**config.mk**
```make
export PLATFORM = sky130hd
export DESIGN_NAME = resonance_tracking_control
export DESIGN_NICKNAME = d
export VERILOG_FILES = /design/src/core/resonance_tracking_control.v /design/src/core/period_average.v /design/src/core/pi_tracker.v
export VERILOG_INCLUDE_DIRS = /design/src /design/src/core
export SDC_FILE = /design/constraint.sdc
export NUM_CORES = 2
export LEC_CHECK = 0
export ABC_AREA = 1
export BUFFER_PORTS_ARGS = -buffer_cell sky130_fd_sc_hd__buf_2
export CAP_MARGIN = 20
export CELL_PAD_IN_SITES_DETAIL_PLACEMENT = 1
export CELL_PAD_IN_SITES_GLOBAL_PLACEMENT = 1
export CORE_MARGIN = 2
export CORE_UTILIZATION = 35
export DETAILED_ROUTE_END_ITERATION = 8
export MAX_ROUTING_LAYER = met4
export PLACE_DENSITY_LB_ADDON = 0.12
export SLEW_MARGIN = 10
export SYNTH_ARGS = -nofsm -noshare
export SYNTH_HDL_FRONTEND = slang
export SYNTH_SLANG_ARGS = --single-unit
```
**constraint.sdc**
```tcl
create_clock -name clk_in -period 13.1 [get_ports clk_in]
set_input_delay 1.965 -clock clk_in [delete_from_list [all_inputs] [get_ports clk_in]]
set_output_delay 1.965 -clock clk_in [all_outputs]
set_load 0.005 [all_outputs]
```
**src/core/tracking_consts.vh**
```
// Register offsets, field positions, reset values and timing counts
`ifndef TRACKING_CONSTS_VH
`define TRACKING_CONSTS_VH
`define OFF_CTRL        12'h000
`define OFF_PROP_GAIN   12'h004
`define OFF_INT_GAIN    12'h008
`define OFF_LOCK_LIM    12'h00C
`define OFF_TRK_BEMF    12'h010
`define OFF_BRAKE_LIM   12'h014
`define OFF_PER_CMD     12'h018
`define OFF_PER_INST    12'h01C
`define OFF_PER_MEAN    12'h020
`define OFF_IMPEDANCE   12'h024
`define OFF_V2I         12'h028
`define OFF_EVENT       12'h02C
`define OFF_MASK        12'h030
`define OFF_STATUS      12'h034
`define CTL_TRACK_EN    0
`define CTL_AUTO_GAIN   1
`define CTL_BYPASS      2
`define CTL_BRAKE_EN    3
`define CTL_HOLD        4
`define CTL_MEAS_DIS    5
`define CTL_COMP_EN     6
`define CTL_SENSE_EN    7
`define CTL_WIDEBAND    8
`define CTL_RESET       32'h000000C9
`define PROP_GAIN_RST   16'h0100
`define INT_GAIN_RST    16'h0020
`define LOCK_LIM_RST    16'h0040
`define TRK_BEMF_RST    16'h0010
`define BRAKE_LIM_RST   16'h0020
`define PER_CMD_RST     16'h0EA6
`define V2I_RST         16'h0800
// Period counts in 1333.32 ns ticks: 50 Hz -> 15000, 300 Hz -> 2500
`define PER_MAX_50HZ    16'h3A98
`define PER_MIN_300HZ   16'h09C4
`define PER_MAX_25HZ    16'h7530
`define TICK_NS         1333
`define CLK_NS          100
`define TICK_CYC        13
`define EV_ACT_FAULT    0
`define EV_LOCK         1
`define EV_BRAKE_DONE   2
`endif

```
**src/core/resonance_tracking_control.v**
```verilog
// Resonance tracking, braking and impedance control with AHB-Lite registers
`timescale 1ns/10ps
`include "tracking_consts.vh"
module resonance_tracking_control (
   input  wire        clk_in,
   input  wire        rst_n_in,
   input  wire [31:0] haddr_in,
   input  wire [1:0]  htrans_in,
   input  wire        hwrite_in,
   input  wire [2:0]  hsize_in,
   input  wire        hsel_in,
   input  wire        hready_in,
   input  wire [31:0] hwdata_in,
   output reg  [31:0] hrdata_out,
   output reg         hreadyout_out,
   output reg         hresp_out,
   input  wire        zero_cross_in,
   input  wire [15:0] backemf_amp_in,
   input  wire [15:0] load_sense_in,
   input  wire        playing_in,
   input  wire        frame_freq_valid_in,
   input  wire [15:0] frame_period_in,
   input  wire [15:0] drive_level_in,
   output reg  [15:0] drive_period_out,
   output reg  [15:0] drive_level_out,
   output reg         brake_out,
   output reg  [15:0] v2i_factor_out,
   output reg         event_pending_out
);
   // Pin inputs synchronised
   reg        zc_s1_r, zc_s2_r, zc_d_r, play_s1_r, play_s2_r, play_d_r, ffv_s1_r, ffv_s2_r;
   reg [15:0] bemf_s1_r, bemf_s2_r, load_s1_r, load_s2_r, fper_s1_r, fper_s2_r, lvl_s1_r, lvl_s2_r;
   always @(posedge clk_in) begin
      if (!rst_n_in) begin
         {zc_s1_r, zc_s2_r, zc_d_r, play_s1_r, play_s2_r, play_d_r, ffv_s1_r, ffv_s2_r} <= 8'h00;
         {bemf_s1_r, bemf_s2_r, load_s1_r, load_s2_r} <= 64'h0;
         {fper_s1_r, fper_s2_r, lvl_s1_r, lvl_s2_r} <= 64'h0;
      end else begin
         zc_s1_r <= zero_cross_in;
         zc_s2_r <= zc_s1_r;
         zc_d_r <= zc_s2_r;
         play_s1_r <= playing_in;
         play_s2_r <= play_s1_r;
         play_d_r <= play_s2_r;
         ffv_s1_r <= frame_freq_valid_in;
         ffv_s2_r <= ffv_s1_r;
         bemf_s1_r <= backemf_amp_in;
         bemf_s2_r <= bemf_s1_r;
         load_s1_r <= load_sense_in;
         load_s2_r <= load_s1_r;
         fper_s1_r <= frame_period_in;
         fper_s2_r <= fper_s1_r;
         lvl_s1_r <= drive_level_in;
         lvl_s2_r <= lvl_s1_r;
      end
   end
   wire zc_edge = zc_s2_r & ~zc_d_r;
   wire play_start = play_s2_r & ~play_d_r;
   wire play_end = ~play_s2_r & play_d_r;

   // Registers
   reg [31:0] ctrl_r;
   reg [15:0] prop_gain_r, int_gain_r, lock_lim_r, trk_bemf_r, brake_lim_r, per_cmd_r;
   reg [15:0] per_inst_r, imped_r;
   reg [2:0]  event_r, mask_r;

   // AHB-Lite address phase capture
   reg        wr_pend_r;
   reg [11:0] addr_r;
   wire       acc = hsel_in & hready_in & htrans_in[1];
   always @(posedge clk_in) begin
      if (!rst_n_in) begin
         wr_pend_r <= 1'b0;
         addr_r <= 12'h000;
         hreadyout_out <= 1'b1;
         hresp_out <= 1'b0;
      end else begin
         hreadyout_out <= 1'b1;
         hresp_out <= 1'b0;
         if (hready_in) begin
            wr_pend_r <= acc & hwrite_in;
            if (acc)
               addr_r <= haddr_in[11:0];
         end
      end
   end
   wire wr = wr_pend_r;
   wire wr_ctrl = wr && addr_r == `OFF_CTRL;
   wire wr_evt = wr && addr_r == `OFF_EVENT;

   // Period measurement in 1333.32 ns ticks
   reg [3:0]  tick_div_r;
   reg [15:0] per_cnt_r;
   wire tick = tick_div_r == `TICK_CYC - 1;
   always @(posedge clk_in) begin
      if (!rst_n_in) begin
         tick_div_r <= 4'h0;
         per_cnt_r <= 16'h0000;
         per_inst_r <= 16'h0000;
      end else begin
         tick_div_r <= tick ? 4'h0 : tick_div_r + 4'h1;
         if (zc_edge) begin
            per_cnt_r <= 16'h0000;
            // Half-period doubled to full period
            per_inst_r <= {per_cnt_r[14:0], 1'b0};
         end else if (tick && per_cnt_r != 16'hFFFF)
            per_cnt_r <= per_cnt_r + 16'h0001;
      end
   end
   wire [15:0] per_mean;
   period_average u_avg (
      .clk_in    (clk_in),
      .rst_n_in  (rst_n_in),
      .sample_in (zc_edge),
      .period_in (per_inst_r),
      .mean_out  (per_mean)
   );

   // Tracking loop
   wire track_ok = ctrl_r[`CTL_TRACK_EN] && !ctrl_r[`CTL_WIDEBAND] && bemf_s2_r >= trk_bemf_r;
   wire [15:0] trk_per;
   wire        locked;
   pi_tracker u_pi (
      .clk_in        (clk_in),
      .rst_n_in      (rst_n_in),
      .step_in       (zc_edge),
      .enable_in     (track_ok),
      .auto_gain_in  (ctrl_r[`CTL_AUTO_GAIN]),
      .nominal_in    (per_cmd_r),
      .measured_in   (per_inst_r),
      .prop_gain_in  (prop_gain_r),
      .int_gain_in   (int_gain_r),
      .lock_lim_in   (lock_lim_r),
      .drive_per_out (trk_per),
      .locked_out    (locked)
   );
   reg locked_d_r;

   // Playback sequencing: half-period count, braking, impedance
   reg [7:0]  half_cnt_r;
   reg        first_half_r, braking_r;
   reg [15:0] v2i_r;
   wire range_bad = play_s2_r && half_cnt_r > 8'h02 && !ctrl_r[`CTL_BYPASS] &&
                    (per_inst_r > `PER_MAX_50HZ || per_inst_r < `PER_MIN_300HZ);
   wire imp_bad = first_half_r && zc_edge && load_s2_r == 16'h0000;
   wire bemf_bad = ctrl_r[`CTL_COMP_EN] && braking_r == 1'b0 && bemf_s2_r == 16'hFFFF;
   wire [2:0] ev_set = {play_end & ctrl_r[`CTL_BRAKE_EN], locked & ~locked_d_r,
                        range_bad | imp_bad | bemf_bad};
   always @(posedge clk_in) begin
      if (!rst_n_in) begin
         half_cnt_r <= 8'h00;
         first_half_r <= 1'b0;
         braking_r <= 1'b0;
         brake_out <= 1'b0;
         v2i_r <= `V2I_RST;
         imped_r <= 16'h0000;
         locked_d_r <= 1'b0;
         v2i_factor_out <= `V2I_RST;
      end else begin
         locked_d_r <= locked;
         v2i_factor_out <= v2i_r;
         if (play_start) begin
            half_cnt_r <= 8'h00;
            first_half_r <= 1'b1;
         end else if (zc_edge) begin
            if (half_cnt_r != 8'hFF)
               half_cnt_r <= half_cnt_r + 8'h01;
            first_half_r <= 1'b0;
         end
         if (first_half_r && zc_edge) begin
            imped_r <= load_s2_r;
            if (!(ctrl_r[`CTL_HOLD] && ctrl_r[`CTL_MEAS_DIS]))
               v2i_r <= load_s2_r;
         end
         if (play_end && ctrl_r[`CTL_BRAKE_EN] && half_cnt_r > 8'h03)
            braking_r <= 1'b1;
         else if (braking_r && zc_edge) begin
            // Deceleration reversed at crossing: zero acceleration reached
            if (per_cnt_r >= per_inst_r[15:1] || bemf_s2_r <= brake_lim_r)
               braking_r <= 1'b0;
         end
         if (zc_edge || !braking_r)
            brake_out <= braking_r;
      end
   end

   // Drive period and level
   wire [15:0] wb_per = (ffv_s2_r && fper_s2_r <= `PER_MAX_25HZ) ? fper_s2_r : per_cmd_r;
   wire [16:0] comp = {1'b0, lvl_s2_r} - {1'b0, bemf_s2_r[15:1]};
   always @(posedge clk_in) begin
      if (!rst_n_in) begin
         drive_period_out <= `PER_CMD_RST;
         drive_level_out <= 16'h0000;
      end else begin
         if (zc_edge || !play_s2_r)
            drive_period_out <= track_ok ? trk_per : wb_per;
         if (ctrl_r[`CTL_COMP_EN] && bemf_s2_r > lvl_s2_r)
            drive_level_out <= comp[16] ? 16'h0000 : comp[15:0];
         else
            drive_level_out <= lvl_s2_r;
      end
   end

   // Register writes
   always @(posedge clk_in) begin
      if (!rst_n_in) begin
         ctrl_r <= `CTL_RESET;
         prop_gain_r <= `PROP_GAIN_RST;
         int_gain_r <= `INT_GAIN_RST;
         lock_lim_r <= `LOCK_LIM_RST;
         trk_bemf_r <= `TRK_BEMF_RST;
         brake_lim_r <= `BRAKE_LIM_RST;
         per_cmd_r <= `PER_CMD_RST;
         event_r <= 3'h0;
         mask_r <= 3'h0;
         event_pending_out <= 1'b0;
      end else begin
         if (wr_ctrl)
            ctrl_r <= {23'h0, hwdata_in[8:0]};
         if (wr && addr_r == `OFF_PROP_GAIN)
            prop_gain_r <= hwdata_in[15:0];
         if (wr && addr_r == `OFF_INT_GAIN)
            int_gain_r <= hwdata_in[15:0];
         if (wr && addr_r == `OFF_LOCK_LIM)
            lock_lim_r <= hwdata_in[15:0];
         if (wr && addr_r == `OFF_TRK_BEMF)
            trk_bemf_r <= hwdata_in[15:0];
         if (wr && addr_r == `OFF_BRAKE_LIM)
            brake_lim_r <= hwdata_in[15:0];
         if (wr && addr_r == `OFF_PER_CMD)
            per_cmd_r <= {hwdata_in[15:7], hwdata_in[6:0]};
         if (wr && addr_r == `OFF_MASK)
            mask_r <= hwdata_in[2:0];
         event_r <= (event_r & ~(wr_evt ? hwdata_in[2:0] : 3'h0)) | ev_set;
         event_pending_out <= |(event_r & ~mask_r);
      end
   end

   // Read data, high part in bits 15:7 pairs, low seven bits in 6:0
   // Read data registered at the address phase edge, stands in the data phase
   wire [11:0] rd_addr = acc ? haddr_in[11:0] : addr_r;
   reg [31:0] rd;
   always @* begin
      case (rd_addr)
         `OFF_CTRL:      rd = ctrl_r;
         `OFF_PROP_GAIN: rd = {16'h0, prop_gain_r};
         `OFF_INT_GAIN:  rd = {16'h0, int_gain_r};
         `OFF_LOCK_LIM:  rd = {16'h0, lock_lim_r};
         `OFF_TRK_BEMF:  rd = {16'h0, trk_bemf_r};
         `OFF_BRAKE_LIM: rd = {16'h0, brake_lim_r};
         `OFF_PER_CMD:   rd = {16'h0, per_cmd_r};
         `OFF_PER_INST:  rd = {16'h0, per_inst_r};
         `OFF_PER_MEAN:  rd = {16'h0, per_mean};
         `OFF_IMPEDANCE: rd = {16'h0, imped_r};
         `OFF_V2I:       rd = {16'h0, v2i_r};
         `OFF_EVENT:     rd = {29'h0, event_r};
         `OFF_MASK:      rd = {29'h0, mask_r};
         `OFF_STATUS:    rd = {28'h0, braking_r, locked, track_ok, first_half_r};
         default:        rd = 32'h00000000;
      endcase
   end
   always @(posedge clk_in) begin
      if (!rst_n_in)
         hrdata_out <= 32'h00000000;
      else
         hrdata_out <= rd;
   end
endmodule

```
**src/core/period_average.v**
```verilog
// Mean of the last four full-period measurements
`timescale 1ns/10ps
module period_average (
   input  wire        clk_in,
   input  wire        rst_n_in,
   input  wire        sample_in,
   input  wire [15:0] period_in,
   output reg  [15:0] mean_out
);
   reg [15:0] hist_r [0:3];
   wire [17:0] sum = {2'b00, period_in} + {2'b00, hist_r[0]} + {2'b00, hist_r[1]} + {2'b00, hist_r[2]};
   integer i;
   always @(posedge clk_in) begin
      if (!rst_n_in) begin
         for (i = 0; i < 4; i = i + 1)
            hist_r[i] <= 16'h0000;
         mean_out <= 16'h0000;
      end else if (sample_in) begin
         hist_r[0] <= period_in;
         for (i = 1; i < 4; i = i + 1)
            hist_r[i] <= hist_r[i-1];
         mean_out <= sum[17:2];
      end
   end
endmodule

```
**src/core/pi_tracker.v**
```verilog
// Proportional-integral period tracker with lock detect
`timescale 1ns/10ps
`include "tracking_consts.vh"
module pi_tracker (
   input  wire        clk_in,
   input  wire        rst_n_in,
   input  wire        step_in,
   input  wire        enable_in,
   input  wire        auto_gain_in,
   input  wire [15:0] nominal_in,
   input  wire [15:0] measured_in,
   input  wire [15:0] prop_gain_in,
   input  wire [15:0] int_gain_in,
   input  wire [15:0] lock_lim_in,
   output reg  [15:0] drive_per_out,
   output reg         locked_out
);
   reg  signed [31:0] integ_r;
   wire signed [17:0] err = $signed({2'b00, measured_in}) - $signed({2'b00, drive_per_out});
   wire [17:0] abs_err = err[17] ? -err : err;
   // Halved proportional gain once locked, for finer accuracy
   wire [15:0] kp = (auto_gain_in && locked_out) ? {1'b0, prop_gain_in[15:1]} : prop_gain_in;
   wire signed [35:0] p_term = err * $signed({2'b00, kp});
   wire signed [35:0] i_term = err * $signed({2'b00, int_gain_in});
   wire signed [31:0] integ_nxt = integ_r + $signed({{4{i_term[35]}}, i_term[35:8]});
   wire signed [31:0] sum = $signed({16'h0000, nominal_in}) + integ_nxt + $signed({{4{p_term[35]}}, p_term[35:8]});
   // Clamp to plus or minus a quarter of nominal
   wire [15:0] quarter = {2'b00, nominal_in[15:2]};
   wire [16:0] hi = {1'b0, nominal_in} + {1'b0, quarter};
   wire [15:0] lo = nominal_in - quarter;
   always @(posedge clk_in) begin
      if (!rst_n_in) begin
         integ_r       <= 32'sh0;
         drive_per_out <= `PER_CMD_RST;
         locked_out    <= 1'b0;
      end else if (!enable_in) begin
         integ_r       <= 32'sh0;
         drive_per_out <= nominal_in;
         locked_out    <= 1'b0;
      end else if (step_in) begin
         integ_r <= integ_nxt;
         if (sum > $signed({15'h0000, hi}))
            drive_per_out <= hi[15:0];
         else if (sum < $signed({16'h0000, lo}))
            drive_per_out <= lo;
         else
            drive_per_out <= sum[15:0];
         if (abs_err <= {2'b00, lock_lim_in})
            locked_out <= 1'b1;
      end
   end
endmodule

```
-- After elaboration in Yosys (flattened, before gate mapping)
Memories as Yosys holds them, arrays and structs flattened.
Index checks and enable logic that the tools add are counted.
- mux-type cells: 26
- eq/ne operators: 26
- $add $sub $neg: 14
- order comparisons: 12
- reductions and logical operators: 49
- bitwise gates (word level): 26
- multiply operators: 2
- operator list (kind ; count):
    $pmux 16 s14 ; 1
    $mux 16 ; 13
    $eq 12x6->1 const B ; 8
    $eq 12x5->1 const B ; 7
    $mul 17x17->34 ; 2
    $add 32x26->32 ; 2
    $eq 12x4->1 const B ; 4
    $add 18x16->18 ; 2
    $add 17x32->32 ; 1
    $gt 32x18->1 ; 1
    $lt 32x17->1 ; 1
    $logic_and 1x1->1 ; 26
    $eq 12x3->1 const B ; 2
    $logic_not 12->1 ; 2
    $le 18x16->1 ; 1
    $mux 18 ; 1
    $neg 17->18 ; 1
    $add 16x14->17 ; 1
    $add 16x16->17 ; 1
    $sub 16x15->17 ; 1
    $sub 16x16->17 ; 1
    $add 16x1->16 const B ; 1
    $eq 16x16->1 const B ; 1
    $ge 16x15->1 ; 1
    30 further kinds ; 73
- memories: 1
- logic and storage cells: 202
- output and inout bits: 84
- bits in registers: 485
- memory bits (writable): 64
- bits of input ports: 141
- memories (memory ; words ; bits a word ; read ports ; clocked after Yosys merged registers in ; wr ports ; line ; RTL):
    u_avg.hist_r ; 4 ; 16 ; 3 ; 0 ; 4 ; period_average.v:10 ; reg [15:0] hist_r [0:3];

-- Longest topological paths before layout
- depth after elaboration: 10
- depth in mapped cells: 73
- mapped depth without buffers: 71

-- Hierarchy
From an unflattened synthesis, not the netlist that was laid out.
- cells, all modules: 7084
- area, all modules: 53078.4 um^2
- by module, submodules not included (module ; seq. area each (um^2) ; area an instance (um^2) ; times used ; cells an instance):
    pi_tracker ; 980.9 ; 30474.2 ; 1 ; 4064
    resonance_tracking_control ; 8087.8 ; 18525.3 ; 1 ; 2555
    period_average ; 1761.7 ; 4078.9 ; 1 ; 465

-- Least setup slack after synthesis
OpenSTA, ideal clock, no wires.
- path type: reg-to-reg
- from: reg u_pi.drive_per_out[0]
- to: reg u_pi.drive_per_out[14]
- arrival time: 11.273 ns
- slack: 1.759 ns
- period minus slack after synthesis: 11.341 ns
- stages on the path, launching flop included: 66
- setup time: 0.068 ns
- buffers on the path: 3
- required time: 13.032 ns
- cells stage by stage: dfxtp_1 > inv_2 > clkbuf_1 > fa_1 > nand3_1 > nand3_1 > nand2_1 > nand2_1 > nand2_1 > nand2_1 > a21oi_1 > nand2_1 > nand2_1 > clkbuf_1 > nor2_1 > fa_1 > inv_1 > fa_1 > (+30 left out) > nor2_1 > nand2_1 > nand2_1 > xor2_1 > ha_1 > a21oi_1 > o21ai_0 > a21oi_1 > o21ai_0 > a21oi_1 > o21a_1 > nand3_4 > nand2_2 > buf_6 > nand3_1 > nand2_1 > nand2_1 > a21oi_2
- longest elaborated chain between the ends: 10
- elaborated cells on any way between the ends: 12
- classes of those cells: add/sub (4); mul (2); order compare (2); mux (4)
- ends and longest elaborated chain (element ; line ; RTL):
    start, declared ; pi_tracker.v:15 ; output reg [15:0] drive_per_out,
    start signal, assigned ; pi_tracker.v:34 ; drive_per_out <= `PER_CMD_RST;
    start signal, assigned ; pi_tracker.v:38 ; drive_per_out <= nominal_in;
    start signal, assigned ; pi_tracker.v:43 ; drive_per_out <= hi[15:0];
    $sub 16x16->17 (*) ; pi_tracker.v:19 ; wire signed [17:0] err = $signed({2'b00, measured_in}) - $signed({2'b00, drive_per_out});
    $mul 17x17->34 (*) ; pi_tracker.v:24 ; wire signed [35:0] i_term = err * $signed({2'b00, int_gain_in});
    $add 32x26->32 (*) ; pi_tracker.v:25 ; wire signed [31:0] integ_nxt = integ_r + $signed({{4{i_term[35]}}, i_term[35:8]});
    net u_pi.integ_nxt[14] ; pi_tracker.v:25 ;
    $add 17x32->32 (*) ; pi_tracker.v:26 ; wire signed [31:0] sum = $signed({16'h0000, nominal_in}) + integ_nxt + $signed({{4{p_term[35]}}, p_term[35:8]} ...
    $add 32x26->32 (*) ; pi_tracker.v:26 ;
    $lt 32x17->1 ; pi_tracker.v:44 ; else if (sum < $signed({16'h0000, lo}))
    $mux 16 ; pi_tracker.v:44 ;
    $mux 16 (*) ; pi_tracker.v:42 ; if (sum > $signed({15'h0000, hi}))
    $mux 16 (*) ; pi_tracker.v:40 ; end else if (step_in) begin
    $mux 16 (*) ; pi_tracker.v:36 ; end else if (!enable_in) begin
Mark *: on every way through the listed nets, which the timed path passes. The rest lies on a longest branch. The select of a mux whose other input is x is not followed.
A chain may end at the register's enable or synchronous reset.

-- Worst setup path after layout
- from: reg u_pi.drive_per_out[4]
- to: reg u_pi.drive_per_out[13]
- longest elaborated chain between the ends: 10
- elaborated cells on any way between the ends: 12
- classes of those cells: add/sub (4); mul (2); order compare (2); mux (4)
- ends and longest elaborated chain (element ; line):
    $sub 16x16->17 (*) ; pi_tracker.v:19
    $mul 17x17->34 ; pi_tracker.v:24
    $add 32x26->32 ; pi_tracker.v:25
    $add 17x32->32 ; pi_tracker.v:26
    $add 32x26->32 (*) ; pi_tracker.v:26
    $lt 32x17->1 ; pi_tracker.v:44
    $mux 16 ; pi_tracker.v:44
    $mux 16 (*) ; pi_tracker.v:42
    $mux 16 (*) ; pi_tracker.v:40
    $mux 16 (*) ; pi_tracker.v:36
Every way passes the cells marked *; elsewhere a longest branch is shown, timed or not. The select of a mux whose other input is x is not followed.

==> flow_metrics.env <==
export IMPL_syn_area_per_cell_sq_um=7.67
export IMPL_worstSetupEndpointType="register"
export IMPL_grt_max_degree=187
export IMPL_first_pass_iters=7
export IMPL_cts_tree="done"
export IMPL_grt_pass1_vias=47100
export IMPL_synth_cell_types=68
export IMPL_crit_fanout=15
export IMPL_outcome="finished clean"
export IMPL_ys_ff_latch=514
export IMPL_antenna_found_initial=13
export IMPL_max_freq_ghz=0.0815
export IMPL_power_w=0.0102
export IMPL_yosysTopAreaCell="fa_1"
export IMPL_worst_path_largest_cell_delay_ps=570
export IMPL_multiInputGateArea_sq_um=34300
export IMPL_cp_common_cell="nand2_1"
export IMPL_yosys_top_cells_count="1542 x inv_1, 1228 x nand2_1, 592 x fa_1, 511 x nor2_1, 469 x dfxtp_1"
export IMPL_setup_violations=0
export IMPL_finalNetCount=8055
export IMPL_yosysSeqAreaShare=0.209
export IMPL_fin_hold_ws_ps=379
export IMPL_synthCells=6708
export IMPL_drt_iter0_drc=2608
export IMPL_synth_edf_count=45
export IMPL_min_period_ps=12280
export IMPL_met2WireLength_um=87000
export IMPL_top_register="u_avg.hist_r"
export IMPL_cts_sink_count=514
export IMPL_ctsLongestPathBuffers=3
export IMPL_hold_violations=0
export IMPL_drc_errors=0
export IMPL_wl_um=190000
export IMPL_syn_to_final_growth_pct=11.5
export IMPL_async_flop_share=0
export IMPL_timing_worst_setup_path_type="register to register"
export IMPL_synth_top_area_share=0.230
export IMPL_slew_viol_final=0
export IMPL_synth_warnings=0
export IMPL_dieArea_sq_um=150000
export IMPL_skew_ps=87.4
export IMPL_p_leak_nw=28.9
export IMPL_cellPowerDensity_nw_per_um2=177
export IMPL_regArea_sq_um=10700
export IMPL_arrival_ps=12790
export IMPL_worst_pin_slew_ps=1220
export IMPL_num_vias=44400
export IMPL_place_hpwl_um=156000
export IMPL_drt_antenna_violating_nets=0
export IMPL_timing_final_crit_share=0.937
export IMPL_dr_max_layer_used="met4"
export IMPL_drv_cap=0
export IMPL_slew_headroom=0.163
export IMPL_pin_count=225
export IMPL_wl_met3_um=9500
export IMPL_fp_dieH_um=388
export IMPL_cts_root_buf="clkbuf_16"
export IMPL_htree_num_levels=3
export IMPL_gr_total_overflow=0
export IMPL_num_rows=140
export IMPL_cp_slowest_cell="fa_1"
export IMPL_ir_drop_mv=0.250
export IMPL_hold_depth=2
export IMPL_drive_gt1_frac=0.0819
export IMPL_clk_latency_ps=710
export IMPL_m1WireLength_um=88200
export IMPL_reg2reg_depth=64
export IMPL_clkSlewWorstSetupHoldPaths_ps=60
export IMPL_cts_buffers=66
export IMPL_synth_area_sq_um=51500
export IMPL_synth_ff_type="dfxtp_1"
export IMPL_die_width_um=388
export IMPL_synth_area_leaders="fa_1 23%, dfxtp_1 18%, inv_1 11%"
export IMPL_fillers=17900
export IMPL_pre_cts_slack_ps=344
export IMPL_io_buffers=166
export IMPL_yosysMostFrequentCell="inv_1"
export IMPL_worstHoldPathType="register to register"
export IMPL_start_util=0.353
export IMPL_largest_reg_flops=45
export IMPL_start_kind="register"
export IMPL_track_usage=0.264
export IMPL_required_ps=13620
export IMPL_routedWlPerCell_um=21.5
export IMPL_fin_ws_ps=823
export IMPL_grt_pass1_wl_um=292000
export IMPL_top_regs="u_avg.hist_r (45), u_pi.integ_r (32)"
export IMPL_gp_congestion=0.933
export IMPL_vias_per_cell=5.03
export IMPL_hold_buffers=0
export IMPL_core_sq_um=146000
[metal layers]
metal	GRT usage	vias to the layer above
li1	-	21000
met1	0.356	22300
met2	0.417	848
met3	0.0350	227
met4	0.0665	0
met5	-	-
[placed cells by master (no fill, tap or decap), types with 16 or more instances in the layout]
| cell | count |
|---|---|
| a22oi_1 | 32 |
| buf_4 | 121 |
| o21bai_1 | 18 |
| buf_2 | 165 |
| nand2_1 | 1220 |
| a31oi_1 | 23 |
| inv_2 | 22 |
| clkbuf_16 | 66 |
| conb_1 | 18 |
| nand3_1 | 215 |
| nor2_1 | 504 |
| o21ai_0 | 268 |
| o211ai_1 | 41 |
| xnor2_1 | 40 |
| ha_1 | 445 |
| a21oi_1 | 396 |
| xor2_1 | 108 |
| inv_1 | 1538 |
| or2_2 | 23 |
| o21ai_1 | 19 |
| nor3_1 | 70 |
| nor4_1 | 17 |
| edfxtp_1 | 45 |
| a211oi_1 | 25 |
| a21o_1 | 19 |
| o22ai_1 | 60 |
| nand4_1 | 50 |
| fa_1 | 590 |
| nand2_2 | 16 |
| dfxtp_1 | 465 |
[final cells by class]
cell class,instances,area share
Inverter,1574,0.103
Sequential cell,514,0.187
Timing Repair Buffer,295,0.0329
Clock buffer,93,0.0326
Multi-Input combinational cell,4417,0.597
Antenna cell,3,0.000131
Clock inverter,27,0.00558
Tap cell,1917,0.0418
[power breakdown]
| part | internal (W) | switching [W] |
|---|---|---|
| Sequential | 0.00165 | 0.0000477 |
| Clock | 0.00102 | 0.000812 |
| Combinational | 0.00231 | 0.00431 |
[final timing paths]
kind,from,slack [ps],endpoint
worst min register to register,fper_s1_r[11],380,fper_s2_r[11]
worst min-delay path,fper_s1_r[11],380,fper_s2_r[11]
worst max register to register,u_pi.drive_per_out[4],820,u_pi.drive_per_out[13]
worst max-delay path,u_pi.drive_per_out[4],820,u_pi.drive_per_out[13]
[per-stage QoR]
stage / instance area, sq um / setup TNS [ps] / instances / utilization
after global routing: 57400 / -63.1 / 8840 / 0.393
after global placement: 54800 / 0 / 8709 / 0.376
after floorplan: 51500 / 0 / 6724 / -
after CTS: 57000 / 0 / 8829 / 0.391
after detailed placement: 54800 / 0 / 8709 / 0.376
final: 57400 / 0 / 8840 / 0.393
[cells by family (layout without fill, tap and decap cells)]
kind of cell | after synthesis | after routing | share of synthesized area
AO/OA/AOI/OAI | 1003 | 1003 | 0.112
other | 2 | 21 | 0.000146
flip-flops | 514 | 514 | 0.209
multiplexers | 9 | 9 | 0.00180
buffers and inverters | 1793 | 1989 | 0.133
XOR/XNOR | 161 | 161 | 0.0275
adder cells (fa/ha/maj) | 1046 | 1046 | 0.341
AND/OR/NAND/NOR | 2180 | 2180 | 0.176
[worst max-delay path, delay by kind of cell, from the launching register on]
family / cells / cell delay (ps)
compound gates: 13 / 1860
xor+xnor: 3 / 530
fa+ha+maj: 12 / 5340
flops: 1 / 340
buf+inv: 13 / 1370
simple gates: 23 / 2650
[repair_timing]
item | 4_1_cts | 5_1_grt
gates resized for setup | 0 | 75
setup endpoints to repair | 0 | 16
buffers inserted | 0 | 6
Note: power is estimated with default switching activity, not from simulation.
